[src/hdl/mmsd_pkg.sv]
// constants and types of the memory space decoder
//
// Summary of operation
// - program, data and stack accesses use three separate address spaces, each decoded on its own.
// - program space is addressed by a 12-bit program counter covering 4096 locations.
// - user program memory spans program addresses 0080h to 0F9Fh, 3872 bytes.
// - interrupt vectors sit at 0FF0h to 0FF7h and 0FF8h to 0FFBh is reserved.
// - the non-maskable vector sits at 0FFCh to 0FFDh and the reset vector at 0FFEh to 0FFFh.
// - the stack holds six return-address levels for calls and interrupts.
// - program memory constants are readable through a 64-byte window in data space in run mode only; in programming mode window reads get no answer.
// - data space holds 60 bytes of general RAM beside the core, port and peripheral registers.
// - extra RAM and EEPROM pages appear as 64-byte banks at data addresses 00h to 3Fh.
// - with readout protection selected, external reads of program memory are refused.
// - programming mode is entered when the test pin is at programming level at the first clock after reset is released.
// - the read-only window occupies data addresses 0040h to 007Fh.
// - a window read address is the window position register above the low six data address bits.
// - reset leaves the window position register unchanged.
package mmsd_pkg;
   localparam int PA_W = 12;
   localparam int DA_W = 8;
   localparam logic [11:0] PA_USER_LO = 12'h080;
   localparam logic [11:0] PA_USER_HI = 12'hf9f;
   localparam logic [11:0] PA_VEC_LO = 12'hff0;
   localparam logic [11:0] PA_VEC_HI = 12'hff7;
   localparam logic [11:0] PA_RSV_LO = 12'hff8;
   localparam logic [11:0] PA_RSV_HI = 12'hffb;
   localparam logic [11:0] PA_NMI_LO = 12'hffc;
   localparam logic [11:0] PA_NMI_HI = 12'hffd;
   localparam logic [11:0] PA_RST_LO = 12'hffe;
   localparam logic [7:0] FILL_BYTE = 8'hff;
   localparam logic [7:0] DA_BANK_LO = 8'h00;
   localparam logic [7:0] DA_BANK_HI = 8'h3f;
   localparam logic [7:0] DA_WIN_LO = 8'h40;
   localparam logic [7:0] DA_WIN_HI = 8'h7f;
   localparam logic [7:0] DA_RAM_LO = 8'h84;
   localparam logic [7:0] DA_RAM_HI = 8'hbf;
   localparam logic [7:0] DA_WINPOS = 8'hc9;
   localparam logic [7:0] DA_BANKSEL = 8'he8;
   localparam int WIN_LSB_W = 6;
   localparam int WINPOS_W = 6;
   localparam int BANK_W = 2;
   localparam int RAM_WORDS = 60;
   localparam int STACK_DEPTH = 6;
   localparam logic [2:0] STACK_DEPTH_C = 3'h6;
   typedef enum logic [2:0] {mmsd_pr_rsv, mmsd_pr_user, mmsd_pr_vec, mmsd_pr_vrsv, mmsd_pr_nmi,
      mmsd_pr_reset} mmsd_pregion_e;
   typedef enum logic [2:0] {mmsd_dr_bank, mmsd_dr_window, mmsd_dr_ram, mmsd_dr_periph} mmsd_dregion_e;
   typedef enum {mmsd_st_run, mmsd_st_prog} mmsd_mode_e;
endpackage

[src/hdl/mmsd_stack.sv]
// six-level return address stack
`timescale 1ns/1ps
`default_nettype none
module mmsd_stack
   import mmsd_pkg::*;
(
   // clock and reset
   input wire logic clk,
   input wire logic reset_n,
   // push and pop
   input wire logic push,
   input wire logic pop,
   input wire logic [mmsd_pkg::PA_W-1:0] push_addr,
   output logic [mmsd_pkg::PA_W-1:0] top_addr,
   output logic [2:0] level,
   output logic overflow
);
   logic [PA_W-1:0] mem [STACK_DEPTH];
   logic [PA_W-1:0] next_mem [STACK_DEPTH];
   logic [2:0] next_level;
   logic next_overflow;
   // ==========================================
   // next state
   // six level stack
   always_comb
   begin
      next_mem = mem;
      next_level = level;
      next_overflow = overflow;
      if (push && !pop)
      begin
         for (int i = STACK_DEPTH - 1; i > 0; i--)
            next_mem[i] = mem[i-1];
         next_mem[0] = push_addr;
         if (level == STACK_DEPTH_C)
            next_overflow = 1'b1;
         else
            next_level = level + 3'h1;
      end
      else if (pop && !push)
      begin
         for (int i = 0; i < STACK_DEPTH - 1; i++)
            next_mem[i] = mem[i+1];
         if (level != 3'h0)
            next_level = level - 3'h1;
      end
   end
   // ==========================================
   // registers
   always_ff @(posedge clk)
   begin
      if (!reset_n)
      begin
         level <= 3'h0;
         overflow <= 1'b0;
         for (int i = 0; i < STACK_DEPTH; i++)
            mem[i] <= 12'h000;
      end
      else
      begin
         level <= next_level;
         overflow <= next_overflow;
         mem <= next_mem;
      end
   end
   assign top_addr = mem[0];
endmodule
`default_nettype wire

[src/hdl/mmsd_pdec.sv]
// program address region decoder
`timescale 1ns/1ps
`default_nettype none
module mmsd_pdec
   import mmsd_pkg::*;
(
   // address and region
   input wire logic [mmsd_pkg::PA_W-1:0] addr,
   output mmsd_pkg::mmsd_pregion_e region
);
   // ==========================================
   // region decode
   always_comb
   begin
      if (addr >= PA_USER_LO && addr <= PA_USER_HI)
         region = mmsd_pr_user;
      else if (addr >= PA_VEC_LO && addr <= PA_VEC_HI)
         region = mmsd_pr_vec;
      else if (addr >= PA_RSV_LO && addr <= PA_RSV_HI)
         region = mmsd_pr_vrsv;
      else if (addr >= PA_NMI_LO && addr <= PA_NMI_HI)
         region = mmsd_pr_nmi;
      else if (addr >= PA_RST_LO)
         region = mmsd_pr_reset;
      else
         region = mmsd_pr_rsv;
   end
endmodule
`default_nettype wire

[src/hdl/mmsd_top.sv]
// memory space decoder top level
`timescale 1ns/1ps
`default_nettype none
module mmsd_top
   import mmsd_pkg::*;
(
   // clock and reset
   input wire logic clk,
   input wire logic reset_n,
   // strap and options
   input wire logic test_pin_high,
   input wire logic readout_protect,
   output logic prog_mode,
   // program fetch
   input wire logic fetch_req,
   input wire logic [mmsd_pkg::PA_W-1:0] program_counter,
   output logic [mmsd_pkg::PA_W-1:0] pmem_addr,
   output logic pmem_en,
   output mmsd_pkg::mmsd_pregion_e fetch_region,
   // data access
   input wire logic data_req,
   input wire logic data_we,
   input wire logic [mmsd_pkg::DA_W-1:0] data_addr,
   input wire logic [7:0] data_wdata,
   input wire logic [7:0] pmem_rdata,
   input wire logic [7:0] bank_rdata,
   input wire logic [7:0] periph_rdata,
   output logic [7:0] data_rdata,
   output logic data_valid,
   output logic bank_en,
   output logic bank_we,
   output logic [mmsd_pkg::BANK_W-1:0] bank_sel,
   output logic [5:0] bank_addr,
   output logic [7:0] bank_wdata,
   output logic periph_en,
   output logic periph_we,
   output logic [mmsd_pkg::DA_W-1:0] periph_addr,
   output logic [7:0] periph_wdata,
   // external readout
   input wire logic ext_read_req,
   input wire logic [mmsd_pkg::PA_W-1:0] ext_read_addr,
   output logic [7:0] ext_read_data,
   output logic ext_read_valid,
   output logic ext_read_refused,
   // stack
   input wire logic stack_push,
   input wire logic stack_pop,
   input wire logic [mmsd_pkg::PA_W-1:0] stack_push_addr,
   output logic [mmsd_pkg::PA_W-1:0] stack_top,
   output logic [2:0] stack_level,
   output logic stack_overflow
);
   mmsd_mode_e mode, next_mode;
   logic strap_seen, next_strap_seen;
   logic [WINPOS_W-1:0] window_position_register, next_window_position_register;
   logic [BANK_W-1:0] next_bank_sel;
   logic [7:0] ram [RAM_WORDS];
   logic [7:0] next_ram [RAM_WORDS];
   logic [7:0] next_data_rdata;
   logic next_data_valid;
   logic [7:0] next_ext_read_data;
   logic next_ext_read_valid, next_ext_read_refused;
   logic rd_window, rd_ram, rd_bank, rd_periph;
   logic next_rd_window, next_rd_ram, next_rd_bank, next_rd_periph;
   logic [7:0] ram_q, next_ram_q;
   mmsd_dregion_e dregion;
   logic rom_window_select;
   logic [5:0] ram_idx;
   logic ext_go;

   // ==========================================
   // program space
   // twelve bit fetch
   mmsd_pdec mmsd_pdec_i
   (
      .addr(program_counter),
      .region(fetch_region)
   );

   // ==========================================
   // stack space
   // stack decoded apart
   mmsd_stack mmsd_stack_i
   (
      .clk(clk),
      .reset_n(reset_n),
      .push(stack_push),
      .pop(stack_pop),
      .push_addr(stack_push_addr),
      .top_addr(stack_top),
      .level(stack_level),
      .overflow(stack_overflow)
   );

   // ==========================================
   // data space decode
   always_comb
   begin
      if (data_addr <= DA_BANK_HI)
         dregion = mmsd_dr_bank;
      else if (data_addr >= DA_WIN_LO && data_addr <= DA_WIN_HI)
         dregion = mmsd_dr_window;
      else if (data_addr >= DA_RAM_LO && data_addr <= DA_RAM_HI)
         dregion = mmsd_dr_ram;
      else
         dregion = mmsd_dr_periph;
   end
   assign rom_window_select = data_req && !data_we && (dregion == mmsd_dr_window) && (mode == mmsd_st_run);
   assign ram_idx = 6'(data_addr - DA_RAM_LO);
   assign ext_go = ext_read_req && (mode == mmsd_st_prog);

   // ==========================================
   // program memory port arbitration
   always_comb
   begin
      pmem_en = 1'b0;
      pmem_addr = program_counter;
      if (rom_window_select)
      begin
         pmem_en = 1'b1;
         pmem_addr = {window_position_register, data_addr[WIN_LSB_W-1:0]};
      end
      else if (ext_go && !readout_protect)
      begin
         pmem_en = 1'b1;
         pmem_addr = ext_read_addr;
      end
      else if (fetch_req)
         pmem_en = 1'b1;
   end

   // ==========================================
   // bank and peripheral strobes
   always_comb
   begin
      bank_en = data_req && (dregion == mmsd_dr_bank);
      bank_we = bank_en && data_we;
      bank_addr = data_addr[5:0];
      bank_wdata = data_wdata;
      periph_en = data_req && (dregion == mmsd_dr_periph) && (data_addr != DA_WINPOS) && (data_addr != DA_BANKSEL);
      periph_we = periph_en && data_we;
      periph_addr = data_addr;
      periph_wdata = data_wdata;
   end

   // ==========================================
   // state next values
   always_comb
   begin
      next_mode = mode;
      next_strap_seen = strap_seen;
      next_window_position_register = window_position_register;
      next_bank_sel = bank_sel;
      next_ram = ram;
      next_ram_q = ram_q;
      if (!strap_seen)
      begin
         next_strap_seen = 1'b1;
         next_mode = test_pin_high ? mmsd_st_prog : mmsd_st_run;
      end
      if (data_req && data_we && data_addr == DA_WINPOS)
         next_window_position_register = data_wdata[WINPOS_W-1:0];
      if (data_req && data_we && data_addr == DA_BANKSEL)
         next_bank_sel = data_wdata[BANK_W-1:0];
      if (data_req && dregion == mmsd_dr_ram)
      begin
         if (data_we)
            next_ram[ram_idx] = data_wdata;
         next_ram_q = ram[ram_idx];
      end
   end

   // ==========================================
   // answer next values
   always_comb
   begin
      next_rd_window = rom_window_select;
      next_rd_ram = data_req && !data_we && dregion == mmsd_dr_ram;
      next_rd_bank = data_req && !data_we && dregion == mmsd_dr_bank;
      next_rd_periph = data_req && !data_we && dregion == mmsd_dr_periph;
      next_data_valid = rd_window || rd_ram || rd_bank || rd_periph;
      if (rd_window)
         next_data_rdata = pmem_rdata;
      else if (rd_ram)
         next_data_rdata = ram_q;
      else if (rd_bank)
         next_data_rdata = bank_rdata;
      else if (rd_periph)
         next_data_rdata = periph_rdata;
      else
         next_data_rdata = data_rdata;
      next_ext_read_refused = ext_go && readout_protect;
      next_ext_read_valid = ext_go && !readout_protect && !rom_window_select;
      next_ext_read_data = next_ext_read_valid ? pmem_rdata : 8'h00;
   end

   // ==========================================
   // registers
   always_ff @(posedge clk)
   begin
      window_position_register <= next_window_position_register;
      ram <= next_ram;
      ram_q <= next_ram_q;
      if (!reset_n)
      begin
         mode <= mmsd_st_run;
         strap_seen <= 1'b0;
         bank_sel <= 2'h0;
         data_rdata <= 8'h00;
         data_valid <= 1'b0;
         rd_window <= 1'b0;
         rd_ram <= 1'b0;
         rd_bank <= 1'b0;
         rd_periph <= 1'b0;
         ext_read_data <= 8'h00;
         ext_read_valid <= 1'b0;
         ext_read_refused <= 1'b0;
      end
      else
      begin
         mode <= next_mode;
         strap_seen <= next_strap_seen;
         bank_sel <= next_bank_sel;
         data_rdata <= next_data_rdata;
         data_valid <= next_data_valid;
         rd_window <= next_rd_window;
         rd_ram <= next_rd_ram;
         rd_bank <= next_rd_bank;
         rd_periph <= next_rd_periph;
         ext_read_data <= next_ext_read_data;
         ext_read_valid <= next_ext_read_valid;
         ext_read_refused <= next_ext_read_refused;
      end
   end
   assign prog_mode = (mode == mmsd_st_prog);
endmodule
`default_nettype wire

[config.mk]
export PLATFORM = sky130hd
export DESIGN_NAME = mmsd_top
export DESIGN_NICKNAME = d
export VERILOG_FILES = /design/src/hdl/mmsd_pkg.sv /design/src/hdl/mmsd_stack.sv /design/src/hdl/mmsd_pdec.sv /design/src/hdl/mmsd_top.sv
export SDC_FILE = /design/constraint.sdc
export NUM_CORES = 1
export LEC_CHECK = 0
export BUFFER_PORTS_ARGS = -buffer_cell sky130_fd_sc_hd__buf_2
export CAP_MARGIN = 25
export CORE_AREA = 8 8 218 220
export CTS_CLUSTER_SIZE = 24
export DETAILED_ROUTE_END_ITERATION = 10
export DIE_AREA = 0 0 226 228
export GPL_TIMING_DRIVEN = 0
export PLACE_DENSITY = 0.74
export SYNTH_ARGS = -nofsm -noshare
export SYNTH_HDL_FRONTEND = slang
export SYNTH_SLANG_ARGS = --single-unit
export TNS_END_PERCENT = 100
[constraint.sdc]
create_clock -name clk -period 5.15 [get_ports clk]
set_clock_uncertainty 0.05 [all_clocks]
set_input_delay 0.515 -clock clk [delete_from_list [all_inputs] [get_ports clk]]
set_output_delay 0.515 -clock clk [all_outputs]
set_load 0.01 [all_outputs]
==> results.ini <==
[drt]
vias = 14000
vias_per_cell = 5.94
detail_route.wl_per_cell_um = 23.9
drtIter0Drc = 1628
wirelength_um = 56300
firstDrtPassIters = 7
postRouteAntennaNets = 0
post-route-drc-count = 0

[synth]
ys_top_cells_by_count = edfxtp_1, mux2i_1, mux4_2
async_flop_share = 0
synth.most_common_cell = edfxtp_1
yosysWarnings = 0
syn_avg_cell_area_sq_um = 16.5
synth_cell_types = 58
netlist_instances = 1485
synth_top_cell_by_area = edfxtp_1
synth_edf_count = 494
ys.flop_type = edfxtp_1
ys_ff_latch = 597
syn_area_sq_mm = 0.0244
synth_nets = 1577
yosys-top-cells-area = edfxtp_1, mux4_2, dfxtp_1
ys_seq_area_frac = 0.692
yosysTopAreaCellShare = 0.607

[sta]
min_period_ps = 4390
drv_slew = 0
min_period_over_period = 0.852
finalHoldViolCount = 0
grt_setup_unrepaired = false
slew_headroom = 0.357
worstMarginPinSlew_ps = 960
final-setup-viol-count = 0
finalSetupTns_ps = 0
clock.fmax_ghz = 0.228

[floorplan]
io_pins = 174
start_util = 0.557
die_h_um = 228
die_area_sq_mm = 0.0515
coreArea_sq_mm = 0.0438
die_w_um = 226
std_cell_rows = 77

[cts]
htreeDepth = 2
clk_latency_ps = 610
cts_tree = done
cts_buffers = 57
cts_max_path_buffers = 3
cts_root_buf = clkbuf_16
cts.sinks = 597
clk_pin_slew_ps = 60
cts_resized = 0

[worst_setup_path]
required_ps = 5330
path_cells = buf_2 -> clkbuf_1 -> inv_1 -> ha_1 -> buf_6 -> nor4bb_1 -> a2111oi_2 -> and2_1 -> nand3_1 -> nor2_1
crit-reg2reg-capture = ram_q[6]
critPathBufInv = 4
crit_type = primary input to register
end_kind = register
rrSetupSlack_ps = 2740
cp_num_cells = 10
r2r_cells = 5
critPathMaxFanout = 10
r2r-start = ram[222]
slowest_delay_ps = 870
slowest_stage = nor2_1
path_delay_family = simple AND/OR/NAND/NOR gates
startpoint = data_addr[2]
arrival_ps = 4570
start_kind = primary input

[grt]
grt_use_total = 0.216
grt_pass1_vias = 14200
grt_max_degree = 63
grt_overflow = 0
grt_pass1_wl_um = 85000
antenna_found_initial = 1

[power]
netSwitchingFraction = 0.219
clockPowerShare = 0.407
seqPwrFrac = 0.523
comb_power_share = 0.071
powerDensity_mw_per_mm2 = 361
p_sw_uw = 2210
worst_ir_drop_vdd_v = 0.000329
cellLeakagePower_uw = 0.00965
p_int_uw = 7910

[place]
place_congestion = 0.947
place_hpwl_um = 38900
place_area_sq_mm = 0.0262
io_buffer_count = 170

[cells_and_area]
syn2layout_area_growth_pct = 14.8
ff_latch_area_sq_mm = 0.0169
final_nets = 1815
post-route-cell-area_sq_mm = 0.0280
drive_above_1_share = 0.261
fillers = 3080
multi_input_area_sq_mm = 0.00678

[worst_hold_path]
min_path_type = primary input to register
hp-start = pmem_rdata[0]
hold_depth = 2
whs_endpoint = ext_read_data[0]

[run]
drv_cap = 0

[run_status]
outcome = finished clean

==> registers in the layout, indices dropped and copies added, names as in the netlist, 3 cells and up <==
register,flops
mmsd_stack_i.level,3
ram,480
ram_q,8
ext_read_data,8
data_rdata,8
window_position_register,6
mmsd_stack_i.top_addr,12
mmsd_stack_i.mem,60
==> logic make-up after synthesis <==
logic type	count (synthesis)	share of synthesized area
DFF	597	0.692
and+or+nand+nor	305	0.0633
muxes	263	0.169
AOI/OAI and AO/OA	162	0.0399
buffers and inverters	148	0.0312
adders and majority gates	6	0.00338
xor gates and xnor gates	4	0.00143
==> per-layer routing <==
layer  vias to the layer above  share of wire  GRT usage
li1                       6207              -          -
met1                      6983           0.39      0.292
met2                       713           0.47      0.343
met3                       115           0.10     0.0503
met4                         0          0.032     0.0772
met5                         -              0          0
==> power groups by stage <==
| stage | Combinational [uW] | Clock (uW) | Sequential [uW] |
|---|---|---|---|
| 2_1_floorplan | 405 | 0 | 5390 |
| 3_3_place_gp | 677 | 0 | 5400 |
| 3_5_place_dp | 706 | 0 | 5400 |
| 4_1_cts | 710 | 4180 | 5290 |
| 5_1_grt | 771 | 4350 | 5290 |
| 6_report | 715 | 4120 | 5290 |
==> through the flow <==
stage	hold slack (ps)	util	worst slack, ps	instances	total power [uW]
2_1_floorplan	427	-	1980	1485	5800
3_3_place_gp	398	0.594	321	2247	6070
3_5_place_dp	406	0.597	235	2253	6100
4_1_cts	70.3	0.639	845	2355	10200
5_1_grt	94.5	0.640	650	2358	10400
6_report	103	0.640	761	2359	10100
==> worst max-delay path by stage <==
stage | end | slack, ps
floorplan | ram[160] | 1980
global placement | ram[225] | 320
detailed placement | ram[224] | 240
CTS | ram[225] | 850
global route | ram[225] | 650
finish | ram[224] | 760
==> worst register-to-register path: cells and delay by family, from the launching register on <==
kind,cells,cell delay [ps]
compound gates,1,70
flops,1,390
mux,2,740
simple gates,2,890
==> cells in the final DEF (no fill, tap or decap), drive strengths merged, types with 7 or more instances in the layout <==
master	synthesis	routed
a21oi	19	19
a222oi	7	7
and2	59	59
and3	9	9
buf	87	265
clkbuf	44	112
clkinv	0	20
dfxtp	103	103
edfxtp	494	494
inv	17	22
mux2i	143	143
mux4	120	120
nand2	85	85
nor2	79	79
nor2b	25	25
o21ai	92	92
o22ai	30	30
or4	8	8
==> cell type report <==
type | count | area share
antenna | 2 | 0.000178
multi-input combinational | 740 | 0.242
tap | 592 | 0.0264
clock buffer | 68 | 0.0531
clock inverter | 33 | 0.0122
buffer | 131 | 0.0249
timing repair buffer | 179 | 0.0367
sequential | 597 | 0.603
inverter | 17 | 0.00228
==> repair_timing <==
action,4_1_cts,5_1_grt
hold buffers,1,0
hold endpoints to repair,1,0
buffers inserted,0,0
Power figures use the tool's default switching activity.
